--- src/design/sar_adc_control_defines.svh ---
// Constants for the SAR converter control block
// Functional notes
// RULE_01 - Input above high reference gives full scale
// RULE_02 - Input below low reference gives zero
// RULE_03 - Enable bit starts continuous conversions
// RULE_04 - Completion stores result, sets flag
// RULE_05 - High read or status write clears flag
// RULE_06 - Software reads low then high byte
// RULE_07 - Each conversion overwrites both result bytes
// RULE_08 - Software masks interrupts during result read
// RULE_09 - Eight-bit read uses high byte only
// RULE_10 - Channel change aborts, clears flag, restarts
// RULE_11 - Speed bit picks quarter or half clock
// RULE_12 - Clearing enable stops conversion
// RULE_13 - Software writes zero to bit four
// RULE_14 - Channel code selects input directly
// RULE_15 - High byte holds result bits nine to two
// RULE_16 - Low byte holds bits one to zero
// RULE_17 - Wait mode no effect, halt disables
// RULE_18 - All registers reset to zero
// RULE_19 - One approximation step per bit, MSB first
// RULE_20 - No interrupt; flag is polled only
`ifndef SAR_ADC_CONTROL_DEFINES_SVH
`define SAR_ADC_CONTROL_DEFINES_SVH
`define ADC_CSR_OFFSET 8'h70
`define ADC_RES_HIGH_OFFSET 8'h71
`define ADC_RES_LOW_OFFSET 8'h72
`define ADC_CSR_EOC_BIT 7
`define ADC_CSR_SPEED_BIT 6
`define ADC_CSR_ENABLE_BIT 5
`define ADC_CSR_RSVD_BIT 4
`define ADC_CSR_CHAN_MSB 3
`define ADC_CSR_RESET 8'h00
`define ADC_RES_RESET 10'h000
`define ADC_RES_FULL 10'h3FF
`define ADC_RES_BITS 10
`define ADC_DIV_SLOW 2'h3
`define ADC_DIV_FAST 2'h1
`define ADC_SAMPLE_TICKS 4'h3
`endif

--- src/design/sar_adc_control_pkg.sv ---
// Types for the SAR converter control block
package sar_adc_control_pkg;
  typedef enum logic [1:0] {
    CONV_IDLE,
    CONV_SAMPLE,
    CONV_STEP
  } conv_state_e;
  typedef logic [9:0] result_t;
endpackage : sar_adc_control_pkg

--- src/design/sar_clock_divider.sv ---
// Converter clock tick generator, CPU clock divided by 2 or 4
`timescale 1ns/1ps
`include "sar_adc_control_defines.svh"
module sar_clock_divider (
  input wire logic clk,
  input wire logic rst_n,
  input wire logic run,
  input wire logic half_rate,
  output logic tick
);
  logic [1:0] count_r;
  logic [1:0] limit;
  assign limit = half_rate ? `ADC_DIV_FAST : `ADC_DIV_SLOW; // RULE_11
  always_ff @(posedge clk or negedge rst_n) begin
    if (!rst_n) begin
      count_r <= 2'h0;
    end else if (!run || count_r >= limit) begin
      count_r <= 2'h0;
    end else begin
      count_r <= count_r + 2'h1;
    end
  end
  // Restarting from zero keeps every conversion at the same length
  assign tick = run && (count_r >= limit);
endmodule : sar_clock_divider

--- src/design/sar_adc_control.sv ---
// SAR converter control, result registers and Wishbone slave
`timescale 1ns/1ps
`include "sar_adc_control_defines.svh"
module sar_adc_control (
  input wire logic CORE_CLK,
  input wire logic RSTN,
  input wire logic WB_CYC_I,
  input wire logic WB_STB_I,
  input wire logic WB_WE_I,
  input wire logic [7:0] WB_ADR_I,
  input wire logic [3:0] WB_SEL_I,
  input wire logic [31:0] WB_DAT_I,
  output logic [31:0] WB_DAT_O,
  output logic WB_ACK_O,
  input wire logic HALT_MODE,
  input wire logic COMPARATOR_IN,
  input wire logic ABOVE_HIGH_REFERENCE,
  input wire logic BELOW_LOW_REFERENCE,
  output logic [3:0] CHANNEL_SELECT,
  output logic [9:0] DAC_CODE,
  output logic SAMPLE_HOLD,
  output logic CONVERTER_POWER
);
  logic rst_sync1_r;
  logic rst_n;
  always_ff @(posedge CORE_CLK or negedge RSTN) begin
    if (!RSTN) begin
      rst_sync1_r <= 1'b0;
      rst_n <= 1'b0;
    end else begin
      rst_sync1_r <= 1'b1;
      rst_n <= rst_sync1_r;
    end
  end

  // Pin inputs through two flops; only the second stage is read
  logic [3:0] pin_raw;
  wire [3:0] pin_r;
  assign pin_raw = {HALT_MODE, COMPARATOR_IN, ABOVE_HIGH_REFERENCE, BELOW_LOW_REFERENCE};
  generate
    for (genvar g = 0; g < 4; g++) begin : g_pin_sync
      logic meta_r;
      logic sync_r;
      always_ff @(posedge CORE_CLK or negedge rst_n) begin
        if (!rst_n) begin
          meta_r <= 1'b0;
          sync_r <= 1'b0;
        end else begin
          meta_r <= pin_raw[g];
          sync_r <= meta_r;
        end
      end
      assign pin_r[g] = sync_r;
    end
  endgenerate

  logic halt_s;
  logic cmp_s;
  logic above_s;
  logic below_s;
  assign halt_s = pin_r[3];
  assign cmp_s = pin_r[2];
  assign above_s = pin_r[1];
  assign below_s = pin_r[0];

  function automatic logic hit(input logic [7:0] adr, input logic [7:0] off);
    hit = (adr == off);
  endfunction : hit

  logic addr_csr;
  logic addr_high;
  logic bus_req;
  logic wr_csr;
  logic rd_high;
  assign addr_csr = hit(WB_ADR_I, `ADC_CSR_OFFSET);
  assign addr_high = hit(WB_ADR_I, `ADC_RES_HIGH_OFFSET);

  assign bus_req = WB_CYC_I && WB_STB_I && !WB_ACK_O;
  assign wr_csr = bus_req && WB_WE_I && WB_SEL_I[0] && addr_csr;
  assign rd_high = bus_req && !WB_WE_I && addr_high;

  logic eoc_r;
  logic speed_r;
  logic enable_r;
  logic [3:0] chan_r;
  sar_adc_control_pkg::result_t result_r;
  sar_adc_control_pkg::conv_state_e state_r;
  sar_adc_control_pkg::result_t trial_r;
  logic [3:0] bit_r;
  logic [3:0] sample_r;
  logic tick;
  logic chan_change;
  logic running;
  logic done;
  logic step;

  logic settled;
  logic [1:0] settle_r;
  sar_adc_control_pkg::result_t result_nxt;

  // Only a different channel aborts; the same channel just clears the flag
  assign chan_change = wr_csr && (WB_DAT_I[`ADC_CSR_CHAN_MSB:0] != chan_r);
  assign running = enable_r && !halt_s; // RULE_17

  always_ff @(posedge CORE_CLK or negedge rst_n) begin
    if (!rst_n) begin
      speed_r <= 1'(`ADC_CSR_RESET >> `ADC_CSR_SPEED_BIT); // RULE_18
    end else if (wr_csr) begin
      speed_r <= WB_DAT_I[`ADC_CSR_SPEED_BIT]; // RULE_11
    end
  end

  always_ff @(posedge CORE_CLK or negedge rst_n) begin
    if (!rst_n) begin
      enable_r <= 1'(`ADC_CSR_RESET >> `ADC_CSR_ENABLE_BIT); // RULE_18
    end else if (wr_csr) begin
      enable_r <= WB_DAT_I[`ADC_CSR_ENABLE_BIT]; // RULE_03 RULE_12
    end
  end

  // Bit 4 is not stored, so it always reads zero
  always_ff @(posedge CORE_CLK or negedge rst_n) begin
    if (!rst_n) begin
      chan_r <= 4'(`ADC_CSR_RESET); // RULE_18
    end else if (wr_csr) begin
      chan_r <= WB_DAT_I[`ADC_CSR_CHAN_MSB:0]; // RULE_14
    end
  end

  // Ticks only while converting, so every conversion starts in phase
  sar_clock_divider u_div (
    .clk(CORE_CLK),
    .rst_n(rst_n),
    .run(running && state_r != sar_adc_control_pkg::CONV_IDLE),
    .half_rate(speed_r),
    .tick(tick)
  );

  assign step = state_r == sar_adc_control_pkg::CONV_STEP && tick && settled;
  assign done = running && !chan_change && step && bit_r == 4'h0;

  // Comparator pin trails the DAC code by three clocks (register plus
  // synchroniser), so a half-rate tick waits until it has settled
  assign settled = (settle_r == 2'h3);
  always_ff @(posedge CORE_CLK or negedge rst_n) begin
    if (!rst_n) begin
      settle_r <= 2'h0;
    end else if (state_r != sar_adc_control_pkg::CONV_STEP || step) begin
      settle_r <= 2'h0;
    end else if (!settled) begin
      settle_r <= settle_r + 2'h1;
    end
  end

  always_ff @(posedge CORE_CLK or negedge rst_n) begin
    if (!rst_n) begin
      state_r <= sar_adc_control_pkg::CONV_IDLE;
      sample_r <= 4'h0;
    end else if (!running || chan_change) begin
      state_r <= sar_adc_control_pkg::CONV_IDLE; // RULE_12 RULE_10
      sample_r <= 4'h0;
    end else begin
      case (state_r)
        sar_adc_control_pkg::CONV_IDLE: begin
          state_r <= sar_adc_control_pkg::CONV_SAMPLE; // RULE_03
          sample_r <= 4'h0;
        end
        sar_adc_control_pkg::CONV_SAMPLE: begin
          if (tick && sample_r == `ADC_SAMPLE_TICKS) begin
            state_r <= sar_adc_control_pkg::CONV_STEP;
          end else if (tick) begin
            sample_r <= sample_r + 4'h1;
          end
        end
        sar_adc_control_pkg::CONV_STEP: begin
          if (step && bit_r == 4'h0) begin
            state_r <= sar_adc_control_pkg::CONV_IDLE; // RULE_03
          end
        end
        default: begin
          state_r <= sar_adc_control_pkg::CONV_IDLE;
        end
      endcase
    end
  end

  // Trial register drives the DAC; one bit decided per step, MSB first
  always_ff @(posedge CORE_CLK or negedge rst_n) begin
    if (!rst_n) begin
      trial_r <= `ADC_RES_RESET;
      bit_r <= 4'h0;
    end else if (!running || chan_change) begin
      trial_r <= `ADC_RES_RESET; // RULE_12 RULE_10
      bit_r <= 4'h0;
    end else if (state_r == sar_adc_control_pkg::CONV_SAMPLE && tick &&
                 sample_r == `ADC_SAMPLE_TICKS) begin
      bit_r <= 4'(`ADC_RES_BITS - 1);
      trial_r <= 10'h200;
    end else if (step) begin
      // Keep the trial bit if the input is above the DAC level
      trial_r[bit_r] <= cmp_s; // RULE_19
      if (bit_r != 4'h0) begin
        trial_r[bit_r - 4'h1] <= 1'b1;
        bit_r <= bit_r - 4'h1;
      end
    end
  end

  // Not latched: a new result overwrites both bytes
  always_comb begin
    result_nxt = {trial_r[9:1], cmp_s}; // RULE_04
    if (above_s) begin
      result_nxt = `ADC_RES_FULL; // RULE_01
    end else if (below_s) begin
      result_nxt = `ADC_RES_RESET; // RULE_02
    end
  end

  always_ff @(posedge CORE_CLK or negedge rst_n) begin
    if (!rst_n) begin
      result_r <= `ADC_RES_RESET; // RULE_18
    end else if (done) begin
      result_r <= result_nxt; // RULE_04 RULE_07
    end
  end

  logic eoc_clear;
  assign eoc_clear = rd_high || wr_csr; // RULE_05

  // Completion wins over a clear in the same cycle
  always_ff @(posedge CORE_CLK or negedge rst_n) begin
    if (!rst_n) begin
      eoc_r <= 1'b0;
    end else if (done) begin
      eoc_r <= 1'b1; // RULE_04 RULE_20
    end else if (eoc_clear) begin
      eoc_r <= 1'b0; // RULE_05 RULE_10
    end
  end

  logic [7:0] rd_byte;
  always_comb begin
    rd_byte = 8'h00;
    case (WB_ADR_I)
      `ADC_CSR_OFFSET: begin
        rd_byte = {eoc_r, speed_r, enable_r, 1'b0, chan_r};
      end
      `ADC_RES_HIGH_OFFSET: begin
        rd_byte = result_r[9:2]; // RULE_15
      end
      `ADC_RES_LOW_OFFSET: begin
        rd_byte = {6'h00, result_r[1:0]}; // RULE_16
      end
      default: begin
        rd_byte = 8'h00;
      end
    endcase
  end

  // Unmapped addresses are acknowledged and read zero
  always_ff @(posedge CORE_CLK or negedge rst_n) begin
    if (!rst_n) begin
      WB_ACK_O <= 1'b0;
    end else begin
      WB_ACK_O <= bus_req;
    end
  end

  // Read data holds until the next read
  always_ff @(posedge CORE_CLK or negedge rst_n) begin
    if (!rst_n) begin
      WB_DAT_O <= 32'h00000000;
    end else if (bus_req && !WB_WE_I) begin
      WB_DAT_O <= {24'h000000, rd_byte};
    end
  end

  always_ff @(posedge CORE_CLK or negedge rst_n) begin
    if (!rst_n) begin
      CHANNEL_SELECT <= 4'h0;
    end else begin
      CHANNEL_SELECT <= chan_r; // RULE_14
    end
  end

  always_ff @(posedge CORE_CLK or negedge rst_n) begin
    if (!rst_n) begin
      DAC_CODE <= 10'h000;
    end else begin
      DAC_CODE <= trial_r;
    end
  end

  always_ff @(posedge CORE_CLK or negedge rst_n) begin
    if (!rst_n) begin
      SAMPLE_HOLD <= 1'b0;
    end else begin
      SAMPLE_HOLD <= running && state_r == sar_adc_control_pkg::CONV_SAMPLE;
    end
  end

  always_ff @(posedge CORE_CLK or negedge rst_n) begin
    if (!rst_n) begin
      CONVERTER_POWER <= 1'b0;
    end else begin
      CONVERTER_POWER <= running; // RULE_12 RULE_17
    end
  end
endmodule : sar_adc_control

--- config.mk ---
export PLATFORM = sky130hd
export DESIGN_NAME = sar_adc_control
export DESIGN_NICKNAME = d
export VERILOG_FILES = /design/src/design/sar_adc_control_pkg.sv /design/src/design/sar_clock_divider.sv /design/src/design/sar_adc_control.sv
export VERILOG_INCLUDE_DIRS = /design/src /design/src/design
export SDC_FILE = /design/constraint.sdc
export NUM_CORES = 1
export LEC_CHECK = 0
export ABC_AREA = 1
export BUFFER_PORTS_ARGS = -buffer_cell sky130_fd_sc_hd__buf_2
export CAP_MARGIN = 20
export CELL_PAD_IN_SITES_DETAIL_PLACEMENT = 1
export CELL_PAD_IN_SITES_GLOBAL_PLACEMENT = 1
export CORE_UTILIZATION = 30
export DETAILED_ROUTE_END_ITERATION = 8
export PLACE_DENSITY = 0.68
export REMOVE_ABC_BUFFERS = 1
export SLEW_MARGIN = 20
export SYNTH_ARGS = -nofsm -noshare
export SYNTH_HDL_FRONTEND = slang
export SYNTH_SLANG_ARGS = --single-unit
--- constraint.sdc ---
create_clock -name CORE_CLK -period 4.3 [get_ports CORE_CLK]
set_input_delay 0.43 -clock CORE_CLK [delete_from_list [all_inputs] [get_ports CORE_CLK]]
set_output_delay 0.43 -clock CORE_CLK [all_outputs]
set_load 0.05 [all_outputs]
==> results by group <==
Worst hold path
  • Hold path start: COMPARATOR_IN
  • HP Class: in -> reg
  • WHS Path Cells: 1

Logic synthesis
  • Synth unique cells: 33
  • Post-synthesis register bit count: between 70 and 80
  • Mapped cell area: roughly 0.0038 mm^2
  • Syn avg cell area: ~8.2 um^2
  • Yosys top cell area share: 0.495
  • Most frequent cell after synthesis: nand2_1
  • Synthesized instance count: around 470
  • Post-synth EDFFs: 0
  • Top FF cell, synth: dfrtp_1
  • Ranking of synthesized cells by area: dfrtp_1 50%, nand2_1 14%, inv_1 5.5%
  • Post-synth top cells: 145 x nand2_1, 76 x dfrtp_1, 56 x inv_1, 41 x o21ai_0, 39 x nor2_1
  • Yosys warns: 0
  • Dominant cell type by area after synthesis: dfrtp_1
  • Async SR Flop Fraction: 1.00
  • Seq/Total Area, Yosys: 0.495

Die
  • Initial Util: 0.313
  • Die Y: about 120 um
  • Row count: 40
  • Chip width: 115 um
  • Die area: about 0.013 mm^2
  • Core Box Area: between 0.01 and 0.015 mm^2
  • # IOs: roughly 100

Timing
  • Final hold violation count: 0
  • Final setup viols: 0
  • Final Cycle Share: 0.444
  • Final Skew: approximately 0.0048 ns
  • RSZ-0062 raised after global routing: no
  • Maximum clock rate: around 0.52 GHz
  • Slew Limit Fails: 0
  • Setup TNS: 0 ns
  • Relative slew margins: 0.356
  • Tmin final: 1.91 ns
  • Worst-Margin Slew: roughly 0.97 ns

Setup path
  • FF-to-FF Start: u_div.count_r[1]
  • CP Launch Type: flip-flop
  • Crit-path max cell delay: just under 0.4 ns
  • Critical Path RT: between 4 and 5 ns
  • Max FO, Critical Path: 16
  • Worst Reg-to-Reg Cells: 8
  • Slowest-stage cell, CP: dfrtp_1
  • Most used cell, CP: nand2_1
  • CP endpoint kind: flip-flop
  • Worst path arrival time: between 2 and 2.5 ns
  • Start point of the critical path: u_div.count_r[1]
  • Worst path cell trace: ha_1 > nand2_1 > nand2_1 > inv_1 > nor2_2 > nand3_2 > o21ai_0 > a21oi_1
  • Kind of critical path: reg -> reg

Clocking
  • Clk_lat worst skew: 0.34 ns
  • Inserted Clock Buffers: 9
  • Clock Tree Buf Depth: 2
  • H-tree depth: 3
  • Root Driver: clkbuf_16
  • CTS tree: yes
  • Clock sink count: 76
  • CTS resizes: 0
  • Clk slew on worst S/H paths: approximately 0.060 ns

Placed design
  • Post-DP HPWL: between 6 and 7 mm
  • Port bufs: between 40 and 50
  • Routability cong.: 0.814

Power and ir drop
  • Pleak: around 0.0024 uW
  • Maximum VDD drop: around 0.00015 V
  • P per Cell Area: 383 mW/mm^2

Drt
  • Post-DR wirelength/cell: 12.4 um
  • Max layer used: met4
  • DRT Pass-1 Iters: 4
  • M1 wire length: between 4 and 5 mm
  • Metal3 WL: 411 um
  • Antenna viol nets, final: 0
  • Total Wirelength: between 8 and 9 mm
  • Via/cell ratio: about 4.3
  • Drc violations: 0
  • DR WL met2: 4.08 mm
  • DRT iter0 DRCs: 87
  • Via Count: about 3000

Final layout
  • Ant. Diodes: 0
  • Final #Nets: 586
  • Area grow syn2layout: 16.7%
  • Share of cells above drive strength 1: 0.162
  • Post-layout util: 0.365

Global route
  • First-pass GRT wire length: between 10 and 15 mm
  • Largest net degree at the start of global routing: 75
  • Global Route Usage Sum: 0.147
  • Initial antenna violation count: 0
  • Vias in the first global route: between 3000 and 4000
  • Grt ovf: 0

Outcome
  • Status: complete, no violations

Run
  • Max-Cap Viols: 0
==> worst max-delay path: cells and delay by family, from the launching register on <==
family	cells	cell delay [ns]
simple gates	4	0.69
flops	1	0.39
compound gates	2	0.35
fa+ha+maj	1	0.28
buf+inv	1	0.08
==> registers in the layout, summed over array words and instances (netlist names), 2 cells and up <==
| register | flops |
|---|---|
| result_r | 10 |
| sample_r | 4 |
| bit_r | 4 |
| g_pin_sync.meta_r | 4 |
| trial_r | 10 |
| settle_r | 2 |
| u_div.count_r | 2 |
| chan_r | 4 |
| CHANNEL_SELECT | 4 |
| DAC_CODE | 10 |
| WB_DAT_O | 8 |
| state_r | 2 |
==> layout by cell type (no fill, tap or decap), types with 2 or more instances in the layout <==
cell	Yosys	routed
nand2_1	145	145
dfrtp_1	76	75
inv_1	56	56
buf_2	1	48
o21ai_0	41	41
nor2_1	39	39
conb_1	2	25
nand3_1	24	24
clkbuf_16	0	9
ha_1	8	8
nand4_1	7	7
a21oi_1	6	6
o22ai_1	5	5
nor2_4	4	4
nor2_2	4	4
nand2_4	4	4
nand3_2	3	3
o211ai_1	3	3
nand2_2	2	2
nor3_1	2	2
o21ai_1	2	2
clkinvlp_4	0	2
clkinv_2	0	2
==> worst paths after layout <==
kind / endpoint / slack (ns)
worst max-delay path: trial_r[5] / 2.39
worst min-delay path: g_pin_sync[2].meta_r / 0.19
worst max register to register: trial_r[5] / 2.39
worst min register to register: g_pin_sync[3].sync_r / 0.35
max in group asynchronous: trial_r[7] / 3.19
min in group asynchronous: rst_n / 0.39
==> metrics by stage <==
step                      hold WS [ns]  worst slack, ns  std cells  total power, uW  area, um^2
final                            0.187             2.39        698             1720        4480
after floorplan                  0.134             2.03        465              917        3710
after global placement           0.215             2.27        681              964        4170
after CTS                        0.168             2.36        698             1750        4480
after detailed placement         0.216             2.23        681              969        4170
after global routing             0.176             2.17        698             1800        4480
==> layout make-up <==
| class | instances | area [um^2] |
|---|---|---|
| clock buffers | 10 | 239 |
| repair buffers | 49 | 250 |
| inverters | 57 | 214 |
| clock inverters | 6 | 63.8 |
| well taps | 168 | 210 |
| fillers | 1533 | 7780 |
| multi-input cells | 332 | 1600 |
| flip-flops and latches | 76 | 1910 |
==> power by group <==
group	switching [uW]	internal, uW
clock network	299	463
registers	30.5	735
logic	144	42.9
==> metal layers <==
layer | up-vias | GRT usage
met3 | 14 | 0.0438
met5 | - | 0
li1 | 1540 | -
met2 | 67 | 0.240
met4 | 0 | 0.0623
met1 | 1408 | 0.179
==> kinds of logic (layout without fill, tap and decap cells) <==
family,after synthesis,in the layout,synth area share
AOI/OAI and AO/OA,59,59,0.0818
other,2,25,0.00196
adders and majority gates,8,8,0.0261
and+or+nand+nor,238,238,0.279
DFF,76,76,0.495
buffers and inverters,86,122,0.111
xor gates and xnor gates,2,2,0.00456
==> repair_timing <==
| item | in CTS | in global routing |
|---|---|---|
| endpoints found under the hold margin | 2 | 0 |
| hold buffers | 1 | 0 |
| buffers inserted | 0 | 0 |
| endpoints found under the setup margin | 0 | 0 |
Note: power is estimated with default switching activity, not from simulation.
